`src/pkg/csp_pkg.sv`:
```
// Package: register map, field positions and reset values of the serial port
package csp_pkg;
  // Register word indices; the byte address is four times the index
  localparam logic [7:0] IDX_RX_HOLD = 8'h02;
  localparam logic [7:0] IDX_TX_HOLD = 8'h06;
  localparam logic [7:0] IDX_PCTL_TWO = 8'h08;
  localparam logic [7:0] IDX_PCTL_ONE = 8'h0A;
  localparam logic [7:0] IDX_RXF_TWO = 8'h0C;
  localparam logic [7:0] IDX_RXF_ONE = 8'h0E;
  localparam logic [7:0] IDX_TXF_TWO = 8'h10;
  localparam logic [7:0] IDX_TXF_ONE = 8'h12;
  localparam logic [7:0] IDX_RG_TWO = 8'h14;
  localparam logic [7:0] IDX_RG_ONE = 8'h16;
  localparam logic [7:0] IDX_PIN = 8'h24;
  // Byte addresses on the bus (16-bit data in low bits)
  localparam logic [7:0] OFF_RX_HOLD = {IDX_RX_HOLD[5:0], 2'b00};
  localparam logic [7:0] OFF_TX_HOLD = {IDX_TX_HOLD[5:0], 2'b00};
  localparam logic [7:0] OFF_PCTL_TWO = {IDX_PCTL_TWO[5:0], 2'b00};
  localparam logic [7:0] OFF_PCTL_ONE = {IDX_PCTL_ONE[5:0], 2'b00};
  localparam logic [7:0] OFF_RXF_TWO = {IDX_RXF_TWO[5:0], 2'b00};
  localparam logic [7:0] OFF_RXF_ONE = {IDX_RXF_ONE[5:0], 2'b00};
  localparam logic [7:0] OFF_TXF_TWO = {IDX_TXF_TWO[5:0], 2'b00};
  localparam logic [7:0] OFF_TXF_ONE = {IDX_TXF_ONE[5:0], 2'b00};
  localparam logic [7:0] OFF_RG_TWO = {IDX_RG_TWO[5:0], 2'b00};
  localparam logic [7:0] OFF_RG_ONE = {IDX_RG_ONE[5:0], 2'b00};
  localparam logic [7:0] OFF_PIN = {IDX_PIN[5:0], 2'b00};
  // Field positions
  localparam int P1_RX_EN = 0;
  localparam int P1_RX_RDY = 1;
  localparam int P1_OVR = 2;
  localparam int P1_RINTM_LO = 4;
  localparam int P1_CSTP_LO = 11;
  localparam int P2_TX_EN = 0;
  localparam int P2_TX_RDY = 1;
  localparam int P2_GEN_EN = 6;
  localparam int PIN_RX_POL = 0;
  localparam int PIN_TX_POL = 1;
  localparam int PIN_FSX_POL = 3;
  localparam int PIN_IN_LVL = 4;
  localparam int PIN_OUT_LVL = 5;
  localparam int PIN_RX_BIT_CLOCK_M = 8;
  localparam int PIN_TX_BIT_CLOCK_M = 9;
  localparam int PIN_FSR_M = 10;
  localparam int PIN_FSX_M = 11;
  localparam int PIN_RX_GPIO = 12;
  localparam int F1_WLEN_LO = 5;
  localparam int F1_FLEN_LO = 8;
  localparam int F2_PHASE = 15;
  localparam int F2_COMP_LO = 3;
  localparam int F2_DLY_LO = 0;
  localparam int RG2_FRAME_SYNC_GEN_MODE = 12;
  localparam int RG2_CLKSM = 13;
  // Encodings
  localparam logic [1:0] CSTP_SPI = 2'b10;
  localparam logic [1:0] RINTM_RDY = 2'b00;
  localparam logic [2:0] WLEN_8 = 3'b000;
  localparam logic [1:0] COMP_NONE = 2'b00;
  localparam logic [1:0] DLY_ZERO = 2'b00;
  // Reset values
  localparam logic [15:0] RST_ZERO = 16'h0000;
  localparam logic [15:0] RST_RG_ONE = 16'h0001;
  localparam logic [15:0] RST_RG_TWO = 16'h2000;
  localparam logic [7:0] WORD_BITS = 8'h08;
endpackage

```
`src/pkg/csp_rg_if.sv`:
```
// Interface: rate generator tick and bit clock towards the shifter
`timescale 1ns/1ps
`default_nettype none
interface csp_rg_if;
  logic run;
  logic [7:0] div;
  logic rise;
  logic fall;
  logic level;
  modport gen (input run, input div, output rise, output fall, output level);
  modport use_side (output run, output div, input rise, input fall,
    input level);
endinterface // csp_rg_if
`default_nettype wire

```
`src/hw/csp_rate_gen.sv`:
```
// Rate generator: divides the processor clock into the bit clock
`timescale 1ns/1ps
`default_nettype none
module csp_rate_gen
(
  // Clock and reset
  input wire logic aclk,
  input wire logic aresetn,
  // Generator side
  csp_rg_if.gen rg
);
  logic [7:0] cnt_q;
  logic lvl_q;
  logic wrap;
  // Each half period lasts div+1 input clocks
  assign wrap = (cnt_q == rg.div);
  assign rg.rise = rg.run && wrap && !lvl_q;
  assign rg.fall = rg.run && wrap && lvl_q;
  assign rg.level = lvl_q;
  always_ff @(posedge aclk)
  begin
    if (!aresetn || !rg.run)
      cnt_q <= 8'h00; // Held in reset until released
    else if (wrap)
      cnt_q <= 8'h00;
    else
      cnt_q <= cnt_q + 8'h01;
  end
  always_ff @(posedge aclk)
  begin
    if (!aresetn || !rg.run)
      lvl_q <= 1'b0;
    else if (wrap)
      lvl_q <= !lvl_q;
  end
endmodule // csp_rate_gen
`default_nettype wire

```
`src/hw/csp_serial_port.sv`:
```
// Clock-stop serial port: SPI master with AXI4-Lite registers
`timescale 1ns/1ps
`default_nettype none
module csp_serial_port
(
  // Clock and reset
  input wire logic aclk,
  input wire logic aresetn,
  // AXI4-Lite write address and data
  input wire logic [7:0] s_axi_awaddr,
  input wire logic s_axi_awvalid,
  output logic s_axi_awready,
  input wire logic [31:0] s_axi_wdata,
  input wire logic [3:0] s_axi_wstrb,
  input wire logic s_axi_wvalid,
  output logic s_axi_wready,
  // AXI4-Lite write response
  output logic [1:0] s_axi_bresp,
  output logic s_axi_bvalid,
  input wire logic s_axi_bready,
  // AXI4-Lite read
  input wire logic [7:0] s_axi_araddr,
  input wire logic s_axi_arvalid,
  output logic s_axi_arready,
  output logic [31:0] s_axi_rdata,
  output logic [1:0] s_axi_rresp,
  output logic s_axi_rvalid,
  input wire logic s_axi_rready,
  // Serial pins
  output logic tx_bit_clock,
  output logic tx_frame_sync,
  output logic serial_out_pin,
  input wire logic serial_in_pin,
  // Events
  output logic rx_irq,
  output logic tx_irq
);
  typedef enum logic [1:0] {ST_IDLE = 2'b00, ST_SHIFT = 2'b01,
    ST_DONE = 2'b11} csp_state_t;

  logic [15:0] pc1_q, pc2_q, pin_q, rxf1_q, rxf2_q, txf1_q, txf2_q;
  logic [15:0] rg1_q, rg2_q, wd_q;
  logic [7:0] txh_q, rxh_q, tsr_q, rsr_q, awa_q;
  logic [3:0] bit_q;
  logic [1:0] rr_q, br_q;
  logic [31:0] rd_q;
  logic rx_rdy_q, tx_rdy_q, ovr_q, dout_q, fs_q, clk_q;
  logic aw_q, w_q, bv_q, rv_q;
  csp_state_t st_q;
  logic din, do_write, rd_take, rx_en, tx_en, spi_mode, word_done;
  logic rx_launch, tx_launch, rx_sample;

  csp_rg_if rg ();

  csp_rate_gen u_gen
  (
    .aclk(aclk),
    .aresetn(aresetn),
    .rg(rg)
  );

  csp_sync u_sync
  (
    .aclk(aclk),
    .aresetn(aresetn),
    .pin(serial_in_pin),
    .level(din)
  );

  function automatic logic [15:0] merge(input logic [15:0] old,
    input logic [31:0] d, input logic [3:0] be);
    merge = {be[1] ? d[15:8] : old[15:8], be[0] ? d[7:0] : old[7:0]};
  endfunction

  function automatic logic map_ok(input logic [7:0] a);
    case (a)
      csp_pkg::OFF_RX_HOLD, csp_pkg::OFF_TX_HOLD, csp_pkg::OFF_PIN,
      csp_pkg::OFF_PCTL_ONE, csp_pkg::OFF_PCTL_TWO, csp_pkg::OFF_RXF_ONE,
      csp_pkg::OFF_RXF_TWO, csp_pkg::OFF_TXF_ONE, csp_pkg::OFF_TXF_TWO,
      csp_pkg::OFF_RG_ONE, csp_pkg::OFF_RG_TWO: map_ok = 1'b1;
      default: map_ok = 1'b0;
    endcase
  endfunction

  // Generator only runs from processor clock when selected
  assign rg.run = pc2_q[csp_pkg::P2_GEN_EN] && rg2_q[csp_pkg::RG2_CLKSM];
  assign rg.div = rg1_q[7:0];
  assign rx_en = pc1_q[csp_pkg::P1_RX_EN] && !pin_q[csp_pkg::PIN_RX_GPIO];
  assign tx_en = pc2_q[csp_pkg::P2_TX_EN];
  assign spi_mode = pc1_q[12:11] == csp_pkg::CSTP_SPI;
  // Pin clock is the word-gated level XOR polarity, so a level rise is always the launch
  // edge; the sample edge is picked by both polarity bits
  assign tx_launch = rg.rise;
  assign rx_sample = (pin_q[csp_pkg::PIN_RX_POL] ^ pin_q[csp_pkg::PIN_TX_POL])
    ? rg.rise : rg.fall;
  assign rx_launch = st_q == ST_IDLE && !tx_rdy_q && tx_en && spi_mode;

  // Write channel: address and data taken in either order
  assign s_axi_awready = !aw_q && !bv_q;
  assign s_axi_wready = !w_q && !bv_q;
  assign do_write = aw_q && w_q && !bv_q;
  assign s_axi_bvalid = bv_q;
  assign s_axi_bresp = br_q;

  always_ff @(posedge aclk)
  begin
    if (!aresetn)
    begin
      aw_q <= 1'b0;
      w_q <= 1'b0;
      awa_q <= 8'h00;
      wd_q <= 16'h0000;
      bv_q <= 1'b0;
      br_q <= 2'b00;
    end
    else
    begin
      if (s_axi_awvalid && s_axi_awready)
      begin
        aw_q <= 1'b1;
        awa_q <= s_axi_awaddr;
      end
      if (s_axi_wvalid && s_axi_wready)
      begin
        w_q <= 1'b1;
        wd_q <= merge(16'h0000, s_axi_wdata, s_axi_wstrb);
      end
      if (do_write)
      begin
        aw_q <= 1'b0;
        w_q <= 1'b0;
        bv_q <= 1'b1;
        br_q <= map_ok(awa_q) ? 2'b00 : 2'b10;
      end
      else if (bv_q && s_axi_bready)
        bv_q <= 1'b0;
    end
  end

  // Byte strobes are folded in at the data beat; unwritten lanes keep zero
  // which is acceptable since software writes whole halfwords here
  always_ff @(posedge aclk)
  begin
    if (!aresetn)
    begin
      pc1_q <= csp_pkg::RST_ZERO;
      pc2_q <= csp_pkg::RST_ZERO;
      pin_q <= csp_pkg::RST_ZERO;
      rxf1_q <= csp_pkg::RST_ZERO;
      rxf2_q <= csp_pkg::RST_ZERO;
      txf1_q <= csp_pkg::RST_ZERO;
      txf2_q <= csp_pkg::RST_ZERO;
      rg1_q <= csp_pkg::RST_RG_ONE;
      rg2_q <= csp_pkg::RST_RG_TWO;
    end
    else if (do_write)
    begin
      case (awa_q)
        csp_pkg::OFF_PCTL_ONE: pc1_q <= wd_q;
        csp_pkg::OFF_PCTL_TWO: pc2_q <= wd_q;
        csp_pkg::OFF_PIN: pin_q <= wd_q;
        csp_pkg::OFF_RXF_ONE: rxf1_q <= wd_q;
        csp_pkg::OFF_RXF_TWO: rxf2_q <= wd_q;
        csp_pkg::OFF_TXF_ONE: txf1_q <= wd_q;
        csp_pkg::OFF_TXF_TWO: txf2_q <= wd_q;
        csp_pkg::OFF_RG_ONE: rg1_q <= wd_q;
        csp_pkg::OFF_RG_TWO: rg2_q <= wd_q;
        default: ;
      endcase
    end
  end

  // Transmit holding word; a write marks it full
  always_ff @(posedge aclk)
  begin
    if (!aresetn)
      txh_q <= 8'h00;
    else if (do_write && awa_q == csp_pkg::OFF_TX_HOLD)
      txh_q <= wd_q[7:0]; // 8-bit words only use the low byte
  end

  // Transmit ready: set when loaded into shifter, set wins over write
  always_ff @(posedge aclk)
  begin
    if (!aresetn || !tx_en)
      tx_rdy_q <= 1'b1;
    else if (rx_launch && tx_launch)
      tx_rdy_q <= 1'b1;
    else if (do_write && awa_q == csp_pkg::OFF_TX_HOLD)
      tx_rdy_q <= 1'b0; // Dummy write starts a receive too
  end

  // Shift engine: one single-phase 8-bit word per frame
  always_ff @(posedge aclk)
  begin
    if (!aresetn || !tx_en)
    begin
      st_q <= ST_IDLE;
      bit_q <= 4'h0;
      tsr_q <= 8'h00;
      dout_q <= 1'b0;
      fs_q <= 1'b0;
    end
    else
    begin
      case (st_q)
        ST_IDLE:
        begin
          if (rx_launch && tx_launch)
          begin
            // First bit goes out with frame sync, no delay
            tsr_q <= {txh_q[6:0], 1'b0};
            dout_q <= txh_q[7]; // MSB first, no companding
            fs_q <= pin_q[csp_pkg::PIN_FSX_M];
            bit_q <= 4'h1;
            st_q <= ST_SHIFT;
          end
        end
        ST_SHIFT:
        begin
          if (tx_launch)
          begin
            if (bit_q == csp_pkg::WORD_BITS[3:0])
            begin
              fs_q <= 1'b0;
              st_q <= ST_DONE;
            end
            else
            begin
              dout_q <= tsr_q[7];
              tsr_q <= {tsr_q[6:0], 1'b0};
              bit_q <= bit_q + 4'h1;
            end
          end
        end
        ST_DONE: st_q <= ST_IDLE;
        default: st_q <= ST_IDLE;
      endcase
    end
  end

  // Receive shifter samples the input on the chosen edge
  assign word_done = st_q == ST_SHIFT && rx_sample &&
    bit_q == csp_pkg::WORD_BITS[3:0];
  always_ff @(posedge aclk)
  begin
    if (!aresetn || !rx_en)
      rsr_q <= 8'h00;
    else if (st_q == ST_SHIFT && rx_sample)
      rsr_q <= {rsr_q[6:0], din};
  end

  always_ff @(posedge aclk)
  begin
    if (!aresetn)
      rxh_q <= 8'h00;
    else if (rx_en && word_done)
      rxh_q <= {rsr_q[6:0], din};
  end

  // Word-waiting flag: new word wins over the clearing read
  assign rd_take = s_axi_arvalid && s_axi_arready;
  always_ff @(posedge aclk)
  begin
    if (!aresetn || !rx_en)
    begin
      rx_rdy_q <= 1'b0;
      ovr_q <= 1'b0;
    end
    else if (word_done)
    begin
      rx_rdy_q <= 1'b1;
      ovr_q <= ovr_q || rx_rdy_q;
    end
    else if (rd_take && s_axi_araddr == csp_pkg::OFF_RX_HOLD)
      rx_rdy_q <= 1'b0;
  end

  // Clock idles low outside words in clock-stop mode
  always_ff @(posedge aclk)
  begin
    if (!aresetn || !tx_en)
      clk_q <= 1'b0;
    else if (tx_launch)
      clk_q <= pin_q[csp_pkg::PIN_TX_BIT_CLOCK_M] && (rx_launch ||
        (st_q == ST_SHIFT && bit_q != csp_pkg::WORD_BITS[3:0]));
    else if (rg.fall)
      clk_q <= 1'b0;
  end

  assign tx_bit_clock = clk_q ^ pin_q[csp_pkg::PIN_TX_POL];
  assign tx_frame_sync = fs_q ^ pin_q[csp_pkg::PIN_FSX_POL];
  assign serial_out_pin = dout_q;
  assign rx_irq = rx_rdy_q && pc1_q[5:4] == csp_pkg::RINTM_RDY;
  assign tx_irq = tx_rdy_q && tx_en;

  // Read channel
  assign s_axi_arready = !rv_q;
  assign s_axi_rvalid = rv_q;
  assign s_axi_rdata = rd_q;
  assign s_axi_rresp = rr_q;

  always_ff @(posedge aclk)
  begin
    if (!aresetn)
    begin
      rv_q <= 1'b0;
      rd_q <= 32'h0000_0000;
      rr_q <= 2'b00;
    end
    else if (rd_take)
    begin
      rv_q <= 1'b1;
      rr_q <= map_ok(s_axi_araddr) ? 2'b00 : 2'b10;
      case (s_axi_araddr)
        csp_pkg::OFF_RX_HOLD: rd_q <= {24'h00_0000, rxh_q};
        csp_pkg::OFF_TX_HOLD: rd_q <= {24'h00_0000, txh_q};
        csp_pkg::OFF_PCTL_ONE:
          rd_q <= {16'h0000, pc1_q[15:3], ovr_q, rx_rdy_q, pc1_q[0]};
        csp_pkg::OFF_PCTL_TWO:
          rd_q <= {16'h0000, pc2_q[15:2], tx_rdy_q, pc2_q[0]};
        // Input level shown in GPIO mode
        csp_pkg::OFF_PIN:
          rd_q <= {16'h0000, pin_q[15:6], serial_out_pin, din, pin_q[3:0]};
        csp_pkg::OFF_RXF_ONE: rd_q <= {16'h0000, rxf1_q};
        csp_pkg::OFF_RXF_TWO: rd_q <= {16'h0000, rxf2_q};
        csp_pkg::OFF_TXF_ONE: rd_q <= {16'h0000, txf1_q};
        csp_pkg::OFF_TXF_TWO: rd_q <= {16'h0000, txf2_q};
        csp_pkg::OFF_RG_ONE: rd_q <= {16'h0000, rg1_q};
        csp_pkg::OFF_RG_TWO: rd_q <= {16'h0000, rg2_q};
        default: rd_q <= 32'h0000_0000;
      endcase
    end
    else if (rv_q && s_axi_rready)
      rv_q <= 1'b0;
  end
endmodule // csp_serial_port
`default_nettype wire

```
`src/hw/csp_sync.sv`:
```
// Three-stage input synchroniser with second/third agreement
`timescale 1ns/1ps
`default_nettype none
module csp_sync
(
  // Clock and reset
  input wire logic aclk,
  input wire logic aresetn,
  // Pin and result
  input wire logic pin,
  output logic level
);
  logic s1_q;
  logic s2_q;
  logic s3_q;
  logic lvl_q;
  always_ff @(posedge aclk)
  begin
    if (!aresetn)
    begin
      s1_q <= 1'b0;
      s2_q <= 1'b0;
      s3_q <= 1'b0;
    end
    else
    begin
      s1_q <= pin;
      s2_q <= s1_q;
      s3_q <= s2_q;
    end
  end
  // Only counts a change once two stages agree
  always_ff @(posedge aclk)
  begin
    if (!aresetn)
      lvl_q <= 1'b0;
    else if (s2_q == s3_q)
      lvl_q <= s3_q;
  end
  assign level = lvl_q;
endmodule // csp_sync
`default_nettype wire

```
`config.mk`:
```
export PLATFORM = sky130hd
export DESIGN_NAME = csp_serial_port
export DESIGN_NICKNAME = d
export VERILOG_FILES = /design/src/pkg/csp_pkg.sv /design/src/pkg/csp_rg_if.sv /design/src/hw/csp_rate_gen.sv /design/src/hw/csp_serial_port.sv /design/src/hw/csp_sync.sv
export SDC_FILE = /design/constraint.sdc
export NUM_CORES = 1
export LEC_CHECK = 0
export BUFFER_PORTS_ARGS = -buffer_cell sky130_fd_sc_hd__buf_2
export CORE_MARGIN = 5
export CORE_UTILIZATION = 25
export CTS_BUF_LIST = sky130_fd_sc_hd__clkbuf_8
export DETAILED_ROUTE_END_ITERATION = 10
export GPL_ROUTABILITY_DRIVEN = 0
export SLEW_MARGIN = 40
export SYNTH_ARGS = -nofsm -noshare
export SYNTH_HDL_FRONTEND = slang
export SYNTH_SLANG_ARGS = --single-unit
```
`constraint.sdc`:
```
create_clock -name aclk -period 6.1 [get_ports aclk]
set_input_delay 0.61 -clock aclk [delete_from_list [all_inputs] [get_ports aclk]]
set_output_delay 0.61 -clock aclk [all_outputs]
set_load 0.02 [all_outputs]
```
==> results.md, run 1 <==
* CTS Root Cell: clkbuf_8
* Yosys reg bits at 240
* Worst r2r dst: rxh_q[1]$_SDFFE_PN0P_
* Total CTS buffers at 41
* Slew headroom at 47.8%
* Crit share post-route at 42.0%
* Clock Latency Late Sink at 0.55 ns
* Total core area at 0.0442 mm²
* TritonCTS clock tree: done
* Die width at 222 µm
* Yosys cell types at 71
* Most used DFF post-synth: dfxtp_1
* Tmin final at 2.56 ns
* Reg area at 0.00480 mm²
* Top cell type's share of synthesized area at 43.0%
* Vias in the first global route at 8,048
* Hold path cells at 2
* Multi-input logic area at 0.00595 mm²
* Final net count at 1,251
* Buf/Inv on CP at 2
* Post-synth EDFFs at 0
* Ports at 106
* Starting Density at 25.3%
* Worst-path clk slew at 0.06 ns
* R2r startpoint: rg1_q[5]$_SDFFE_PN0P_
* Syn Area/Cell at 9.71 µm²
* # rows at 77
* Worst path slowest cell: mux4_2
* DRC viols at 0
* Crit path DAT at 2.97 ns
* Synthesized instance count at 1,152
* Most frequent cells in the layout: dfxtp_1, mux2i_1, nor2b_1
* Crit-path max cell delay at 0.63 ns
* Worst-path fanout max at 37
* Port bufs at 69
* R2r setup slk at 3.68 ns
* P_leak at 5.44 nW
* Commonest non-fill, non-tap cell in the layout: dfxtp_1
* HP Class: in2reg
* Worst path cell trace: buf_2 -> buf_4 -> mux4_2 -> a22o_1 -> nor3_1 -> o21ai_0
* Via/cell ratio at 4.58
* Worst slew pin tran at 0.783 ns
* Worst path required time at 6.50 ns
* RSZ-0062 raised after global routing: false
* Synth-to-layout area growth at 14.5%
* Chip height at 222 µm
* Final Max Tran Viols at 0
* Seq/Total Area, Yosys at 43.0%
* PD cells at 251 mW/mm²
* Asr flop ratio synth at 0%
* Routed Antenna Nets at 0
* Status: finished clean
* Post-Syn Area at 0.0112 mm²
* Routed WL at 31,000 µm
* Vias at 8,296
* WS Path Type: in2reg
* Hold Vio Cnt, Final at 0
* Critical path launch point type: input port
* Largest net degree at the start of global routing at 135
* Setup TNS Final at 0 ns
* GRT Total Usage at 12.2%
* Post-CTS setup buffers at 0
* Max VDD drop at 130 µV
* CP endpoint kind: flip-flop
* Fraction of layout cells with a size suffix above 1 at 14.8%
* GRT overflow at 0
* Max-cap violations at 0
* Synth area leader: dfxtp_1
* CTS H-tree lvls at 2
* WHS Endpoint: u_sync.s1_q$_SDFF_PN0_
* Reg2Reg Depth at 5
* CTS Buffer Depth at 3
* Clk_skew at 0.00864 ns
* First-pass GRT wire length at 47,700 µm
* Initial drt markers at 488
* # clock sinks at 240
* Critical Path Stages at 6
* Endpoints failing setup at 0
* Initial antenna violation count at 1
* Yosys warning total at 0
* Hold Startpoint: serial_in_pin
* Resize count post-CTS at 0
* Hpwl dp at 21,500 µm
* Filler cells at 4,643
* Crit-path leading delay family: buffers and inverters
* CTS Hold Bufs at 0
* Die area at 0.0491 mm²
* FMAX at 390 MHz
* Wire length per cell at 17.1 µm
* Largest cells by area after synthesis: dfxtp_1, mux2i_1, nor2b_1
* Pre-Repair DR Iteration Count at 5
* Finished Core Util at 29.0%
## kinds of logic (layout without fill, tap and decap cells)
logic type                 Yosys count  count (layout)  synth area share (%)
DFF                                240             240                  43.0
other                                1              19                0.0335
adders and majority gates            3               3                 0.336
xor gates and xnor gates            18              18                  1.80
buffers and inverters              114             163                  4.66
AOI/OAI and AO/OA                  145             145                  9.42
muxes                              209             209                  19.6
and+or+nand+nor                    422             422                  21.2
## routing by layer
layer | share of wire [%] | up-vias | wire [µm] | GRT usage, %
li1 | - | 4061 | - | -
met2 | 45 | 219 | 14000 | 19.5
met5 | 0 | - | 0 | 0
met3 | 5.1 | 56 | 1570 | 2.03
met1 | 47 | 3960 | 14500 | 16.7
met4 | 3.1 | 0 | 950 | 4.20
## how the worst max path moves through the flow
| stage | startpoint | end | slack [ns] |
|---|---|---|---|
| floorplan | s_axi_araddr[7] | s_axi_rdata[1]$_SDFFE_PN0P_ | 3.86 |
| global placement | s_axi_araddr[4] | s_axi_rdata[10]$_SDFFE_PN0P_ | 3.01 |
| detailed placement | s_axi_araddr[4] | s_axi_rdata[10]$_SDFFE_PN0P_ | 2.99 |
| CTS | s_axi_araddr[4] | s_axi_rdata[10]$_SDFFE_PN0P_ | 3.55 |
| global route | pc1_q[12]$_SDFFE_PN0P_ | bit_q[1]$_SDFFE_PP0P_ | 3.47 |
| finish | s_axi_araddr[3] | s_axi_rdata[6]$_SDFFE_PN0P_ | 3.54 |
## registers in the layout, summed over array words and instances, names as in the netlist, 14 cells and up
name / count
rg1_q: 16
rg2_q: 16
rxf1_q: 16
rxf2_q: 16
s_axi_rdata: 16
txf1_q: 16
txf2_q: 16
wd_q: 16
pc2_q: 15
pc1_q: 14
pin_q: 14
## layout make-up
cell class                      instances  area share (%)
Inverter                               10           0.293
Clock inverter                         22           0.986
Multi-Input combinational cell        815            46.5
Timing Repair Buffer                   80            3.49
Sequential cell                       240            37.5
Clock buffer                           51            5.48
Antenna cell                            1          0.0195
Tap cell                              592            5.78
## report_power, final
| part | internal (mW) | total, mW | leakage, nW | switching (mW) |
|---|---|---|---|---|
| Combinational | 0.0582 | 0.157 | 3.02 | 0.0988 |
| Sequential | 1.58 | 1.60 | 1.94 | 0.0240 |
| Clock | 0.798 | 1.46 | 0.482 | 0.658 |
## metrics by stage
stage          instance area [µm²]  worst slack, ns  hold slack [ns]  instances  total power, mW
2_1_floorplan                11200             3.86            0.412       1169             1.75
3_3_place_gp                 11900             3.01            0.425       1736             1.79
3_5_place_dp                 12000             2.99            0.421       1736             1.79
4_1_cts                      12800             3.55            0.252       1809             3.26
5_1_grt                      12800             3.47            0.249       1811             3.35
6_report                     12800             3.54            0.275       1811             3.22
## cell usage after synthesis (all sizes together), types with 4 or more instances
master,number
nor4b,4
nor3,17
mux2i,192
inv,10
mux4,7
mux2,10
or3,5
a21oi,12
a22o,6
dfxtp,240
clkbuf,66
or4b,4
xnor2,10
nand3b,9
nor2,42
nor4,6
xor2,7
nand2,101
and2,7
a2111oi,4
and3,4
nor3b,6
a22oi,16
buf,38
o2bb2ai,11
nor2b,155
nand2b,7
a211oi,5
a21boi,28
o22ai,5
nand3,38
o21ai,31
## worst reg2reg max path, cell delays in order (launching register included)
cell and delay (ns):
dfxtp_1 0.47, xnor2_2 0.17, nand4_4 0.15, or3_1 0.53, nor4_4 0.75, mux2i_1 0.27
No activity file was read; power rests on OpenSTA's default activity.
==> run 2, diff against run 1 <==
==> constraint.sdc (replaced) <==
create_clock -name aclk -period 2.7 [get_ports aclk]
set_input_delay 0.27 -clock aclk [delete_from_list [all_inputs] [get_ports aclk]]
set_output_delay 0.27 -clock aclk [all_outputs]
set_load 0.02 [all_outputs]
==> results.md, run 2 (synthesis gave the netlist of run 1 again) <==
* Wire length per cell at 16.9 µm
* Fraction of layout cells with a size suffix above 1 at 15.2%
* Critical path launch point type: flip-flop
* Worst path required time at 3.14 ns
* # rows at 77
* Endpoints failing setup at 0
* Initial antenna violation count at 0
* Pre-Repair DR Iteration Count at 5
* Hold Vio Cnt, Final at 0
* Final hold slack at 0.0316 ns
* Final instance area at 0.0131 mm²
* Die area at 0.0491 mm²
* CP endpoint kind: flip-flop
* GRT overflow at 0
* Hpwl dp at 22,100 µm
* Initial drt markers at 434
* TritonCTS clock tree: done
* CTS Buffer Depth at 3
* Total CTS buffers at 41
* Crit-path max cell delay at 0.65 ns
* WS Path Type: reg2reg
* Worst path slowest cell: or4_2
* Final Power at 7.14 mW
* Worst path cell trace: xnor2_1 -> nand4_2 -> or3_1 -> or4_2 -> o211a_1
* Tmin final at 2.22 ns
* Buf/Inv on CP at 0
* Starting Density at 25.3%
* DRC viols at 0
* Via/cell ratio at 4.53
* Status: finished clean
* CTS Root Cell: clkbuf_8
* Hold Startpoint: s_axi_wdata[13]
* RSZ-0062 raised after global routing: false
* Worst-path clk slew at 0.06 ns
* R2r setup slk at 0.48 ns
* Vias at 8,367
* Routed Antenna Nets at 0
* Worst r2r dst: bit_q[0]$_SDFFE_PP0P_
* Hold path cells at 3
* Crit path DAT at 2.66 ns
* GRT Total Usage at 12.3%
* CTS Hold Bufs at 21
* R2r startpoint: rg1_q[0]$_SDFFE_PN1P_
* Commonest non-fill, non-tap cell in the layout: dfxtp_1
* Routed WL at 31,200 µm
* # clock sinks at 240
* Post-CTS setup buffers at 0
* Max VDD drop at 272 µV
* Final net count at 1,294
* Worst-path fanout max at 8
* Worst slew pin tran at 0.707 ns
* CP startpoint: rg1_q[0]$_SDFFE_PN1P_
* Max-cap violations at 0
* Reg2Reg Depth at 5
* CTS H-tree lvls at 2
* Largest net degree at the start of global routing at 159
* FMAX at 450 MHz
* Chip height at 222 µm
* WHS Endpoint: wd_q[13]$_SDFFE_PN0P_
* Ant diodes at 0
* PD cells at 545 mW/mm²
* Setup TNS Final at 0 ns
* Die width at 222 µm
* Clock Latency Late Sink at 0.54 ns
* Final Max Tran Viols at 0
* Clk_skew at 0.0103 ns
* Port bufs at 69
* Synth-to-layout area growth at 17.1%
* Slew headroom at 52.8%
* Resize count post-CTS at 0
* DP Area at 0.0121 mm²
* P_leak at 5.58 nW
* HP Class: in2reg
* Crit share post-route at 82.2%
* Crit-path leading delay family: simple AND/OR/NAND/NOR gates
* Vias in the first global route at 8,344
* First-pass GRT wire length at 48,600 µm
* Ports at 106
* Most frequent cells in the layout: dfxtp_1, mux2i_1, nor2b_1
* Total core area at 0.0442 mm²
[run 2: routing by layer]
| metal | GRT usage [%] | part of all wire, % |
|---|---|---|
| met5 | 0 | 0 |
| met4 | 4.97 | 3.5 |
| met3 | 2.36 | 5.9 |
| met2 | 19.5 | 45 |
| met1 | 16.6 | 45 |
[run 2: worst min-delay path, delay by kind of cell]
family	cells	cell delay, ns
AOI/OAI and AO/OA	1	0.07
buffers and inverters	1	0.10
and+or+nand+nor	1	0.07
[run 2: per-stage QoR]
step	instances	setup slack, ns	utilization, %
5_1_grt	1848	0.325	29.6
3_3_place_gp	1759	0.399	27.4
2_1_floorplan	1169	0.664	-
3_5_place_dp	1759	0.395	27.4
4_1_cts	1848	0.483	29.6
6_report	1848	0.480	29.6
[run 2: worst max path at each step]
stage	end	slack, ns	cells after the start
after floorplan	rxh_q[0]$_SDFFE_PN0P_	0.66	6
after global placement	s_axi_rdata[13]$_SDFFE_PN0P_	0.40	7
after detailed placement	s_axi_rdata[13]$_SDFFE_PN0P_	0.40	7
after CTS	bit_q[0]$_SDFFE_PP0P_	0.48	5
after global routing	tsr_q[4]$_SDFFE_PP0P_	0.32	8
final	bit_q[0]$_SDFFE_PP0P_	0.48	5
[run 2: report_power, final]
part | leakage [nW] | total, mW | internal [mW] | switching (mW)
logic | 3.21 | 0.385 | 0.159 | 0.226
registers | 1.94 | 3.63 | 3.57 | 0.0554
clock network | 0.441 | 3.13 | 1.69 | 1.44
[run 2: cell type report]
type	instances	area (µm²)
Clock buffer	44	606
Clock inverter	24	159
Fill cell	4595	31100
Inverter	10	37.5
Multi-Input combinational cell	815	5920
Sequential cell	240	4800
Tap cell	592	741
Timing Repair Buffer	123	831
==> run 3, diff against run 2 <==
==> constraint.sdc (replaced) <==
create_clock -name aclk -period 1.89 [get_ports aclk]
set_input_delay 0.189 -clock aclk [delete_from_list [all_inputs] [get_ports aclk]]
set_output_delay 0.189 -clock aclk [all_outputs]
set_load 0.02 [all_outputs]
==> results.md, run 3 (synthesis gave the netlist of run 1 again) <==
* Die width at 222 µm
* Worst-path clk slew at 0.07 ns
* Via/cell ratio at 4.56
* Crit share post-route at 99.3%
* Die area at 0.0491 mm²
* Status: finished clean
* Starting Density at 25.3%
* CTS Buffer Depth at 3
* P_leak at 6.15 nW
* First-pass GRT wire length at 49,800 µm
* Critical path launch point type: flip-flop
* R2r setup slk at 0.01 ns
* TritonCTS clock tree: done
* Vias in the first global route at 8,650
* Port bufs at 69
* Hold Vio Cnt, Final at 0
* # rows at 77
* Total CTS buffers at 42
* Slew headroom at 56.9%
* Met3 GRT Util at 2.59%
* Worst-path fanout max at 9
* Largest net degree at the start of global routing at 62
* WS Path Type: reg2reg
* CTS H-tree lvls at 2
* FMAX at 533 MHz
* Final Max Tran Viols at 0
* Final net count at 1,390
* Total core area at 0.0442 mm²
* HP Class: in2reg
* Global routing's busiest layer: met2
* CP endpoint kind: flip-flop
* Ports at 106
* CTS Root Cell: clkbuf_8
* # clock sinks at 240
* RSZ-0062 raised after global routing: true
* Final Power at 10.5 mW
* Vias at 8,870
* CP endpoint: bit_q[1]$_SDFFE_PP0P_
* Max-cap violations at 0
* Tmin final at 1.88 ns
* Initial antenna violation count at 0
* R2r startpoint: pc1_q[11]$_SDFFE_PN0P_
* Commonest non-fill, non-tap cell in the layout: dfxtp_1
* Most frequent cells in the layout: dfxtp_1, mux2i_1, nor2b_1
* Met2 Track Usage GR at 21.2%
* Clk_skew at 0.0368 ns
* Reg2Reg Depth at 6
* DRC viols at 0
* Wire length per cell at 17.0 µm
* Routed WL at 33,200 µm
* Fraction of layout cells with a size suffix above 1 at 22.1%
* CP startpoint: pc1_q[11]$_SDFFE_PN0P_
* Worst r2r dst: bit_q[1]$_SDFFE_PP0P_
* Chip height at 222 µm
* Crit path DAT at 2.32 ns
* Setup TNS Final at 0 ns
* Final Non-Filler Cells at 1,946
* PD cells at 734 mW/mm²
* Hpwl dp at 23,300 µm
* Post-Place Cells at 1,822
* Clock Latency Late Sink at 0.58 ns
* Endpoints failing setup at 0
* Worst path required time at 2.33 ns
* Pre-Repair DR Iteration Count at 5
* Met1 Use GR at 16.2%
* Routed Antenna Nets at 0
* Worst slew pin tran at 0.646 ns
* GRT Total Usage at 12.7%
* Synth-to-layout area growth at 27.8%
* GRT overflow at 0
* Max VDD drop at 375 µV
* Initial drt markers at 423
==> run 3: changes by cell type in the layout (fill, tap and decap cells not counted), moves of 5 or more <==
cell / previous run / this run
buf_4: 32 / 86
dfxtp_2: 0 / 9
buf_12: 2 / 13
clkbuf_8: 44 / 49
dlygate4sd3_1: 21 / 43
dfxtp_1: 240 / 231
==> run 3: through the flow <==
step                util, %  instance area, µm²  hold slack [ns]  worst slack (ns)
finish                 32.3               14300           0.0364            0.0139
floorplan                 -               11300            0.316           -0.0688
CTS                    31.8               14100          0.00849           -0.0210
detailed placement     29.0               12800            0.405           -0.0831
global route           32.3               14300           0.0547            -0.123
global placement       29.0               12800            0.406           -0.0734
==> run 3: worst min-delay path by stage <==
stage | startpoint | end | cells after the start
final | s_axi_araddr[1] | s_axi_rresp[1]$_SDFFE_PN0P_ | 5
after detailed placement | serial_in_pin | u_sync.s1_q$_SDFF_PN0_ | 2
after global routing | aresetn | rx_rdy_q$_SDFFE_PP0P_ | 3
after global placement | serial_in_pin | u_sync.s1_q$_SDFF_PN0_ | 2
after CTS | s_axi_araddr[1] | s_axi_rresp[1]$_SDFFE_PN0P_ | 5
after floorplan | serial_in_pin | u_sync.s1_q$_SDFF_PN0_ | 1
==> run 3: timing repair <==
action / in CTS / in global routing
hold buffers: 43 / 0
setup endpoints to repair: 5 / 108
setup buffers: 1 / 5
gates resized for setup: 4 / 30
endpoints found under the hold margin: 27 / 0
pin swaps: 3 / 6
cloned: 0 / 4
==> run 3: layout make-up <==
type / count / area, µm²
antenna: 2 / 5.00
multi-input combinational: 815 / 6070
tap: 592 / 741
sequential: 240 / 4820
timing repair buffer: 218 / 1830
clock inverter: 20 / 125
clock buffer: 49 / 674
inverter: 10 / 37.5
fill: 4589 / 29900
==> run 3: worst max-delay path, stage by stage, from the launching register on <==
cell,delay [ns]
dfxtp_2,0.35
nor4b_2,0.27
nand3b_1,0.21
a2111oi_4,0.45
buf_12,0.18
nor2_2,0.07
a22o_1,0.20
==> run 3: power by group <==
part	switching, mW	total, mW	internal (mW)
combinational	0.360	0.671	0.311
clock	2.14	4.64	2.50
sequential	0.0786	5.18	5.10
==> run 3: layer usage <==
| metal | vias up | wire, µm |
|---|---|---|
| met1 | 4286 | 14900 |
| li1 | 4337 | - |
| met4 | 0 | 871 |
| met3 | 58 | 1510 |
| met5 | - | 0 |
| met2 | 189 | 15900 |
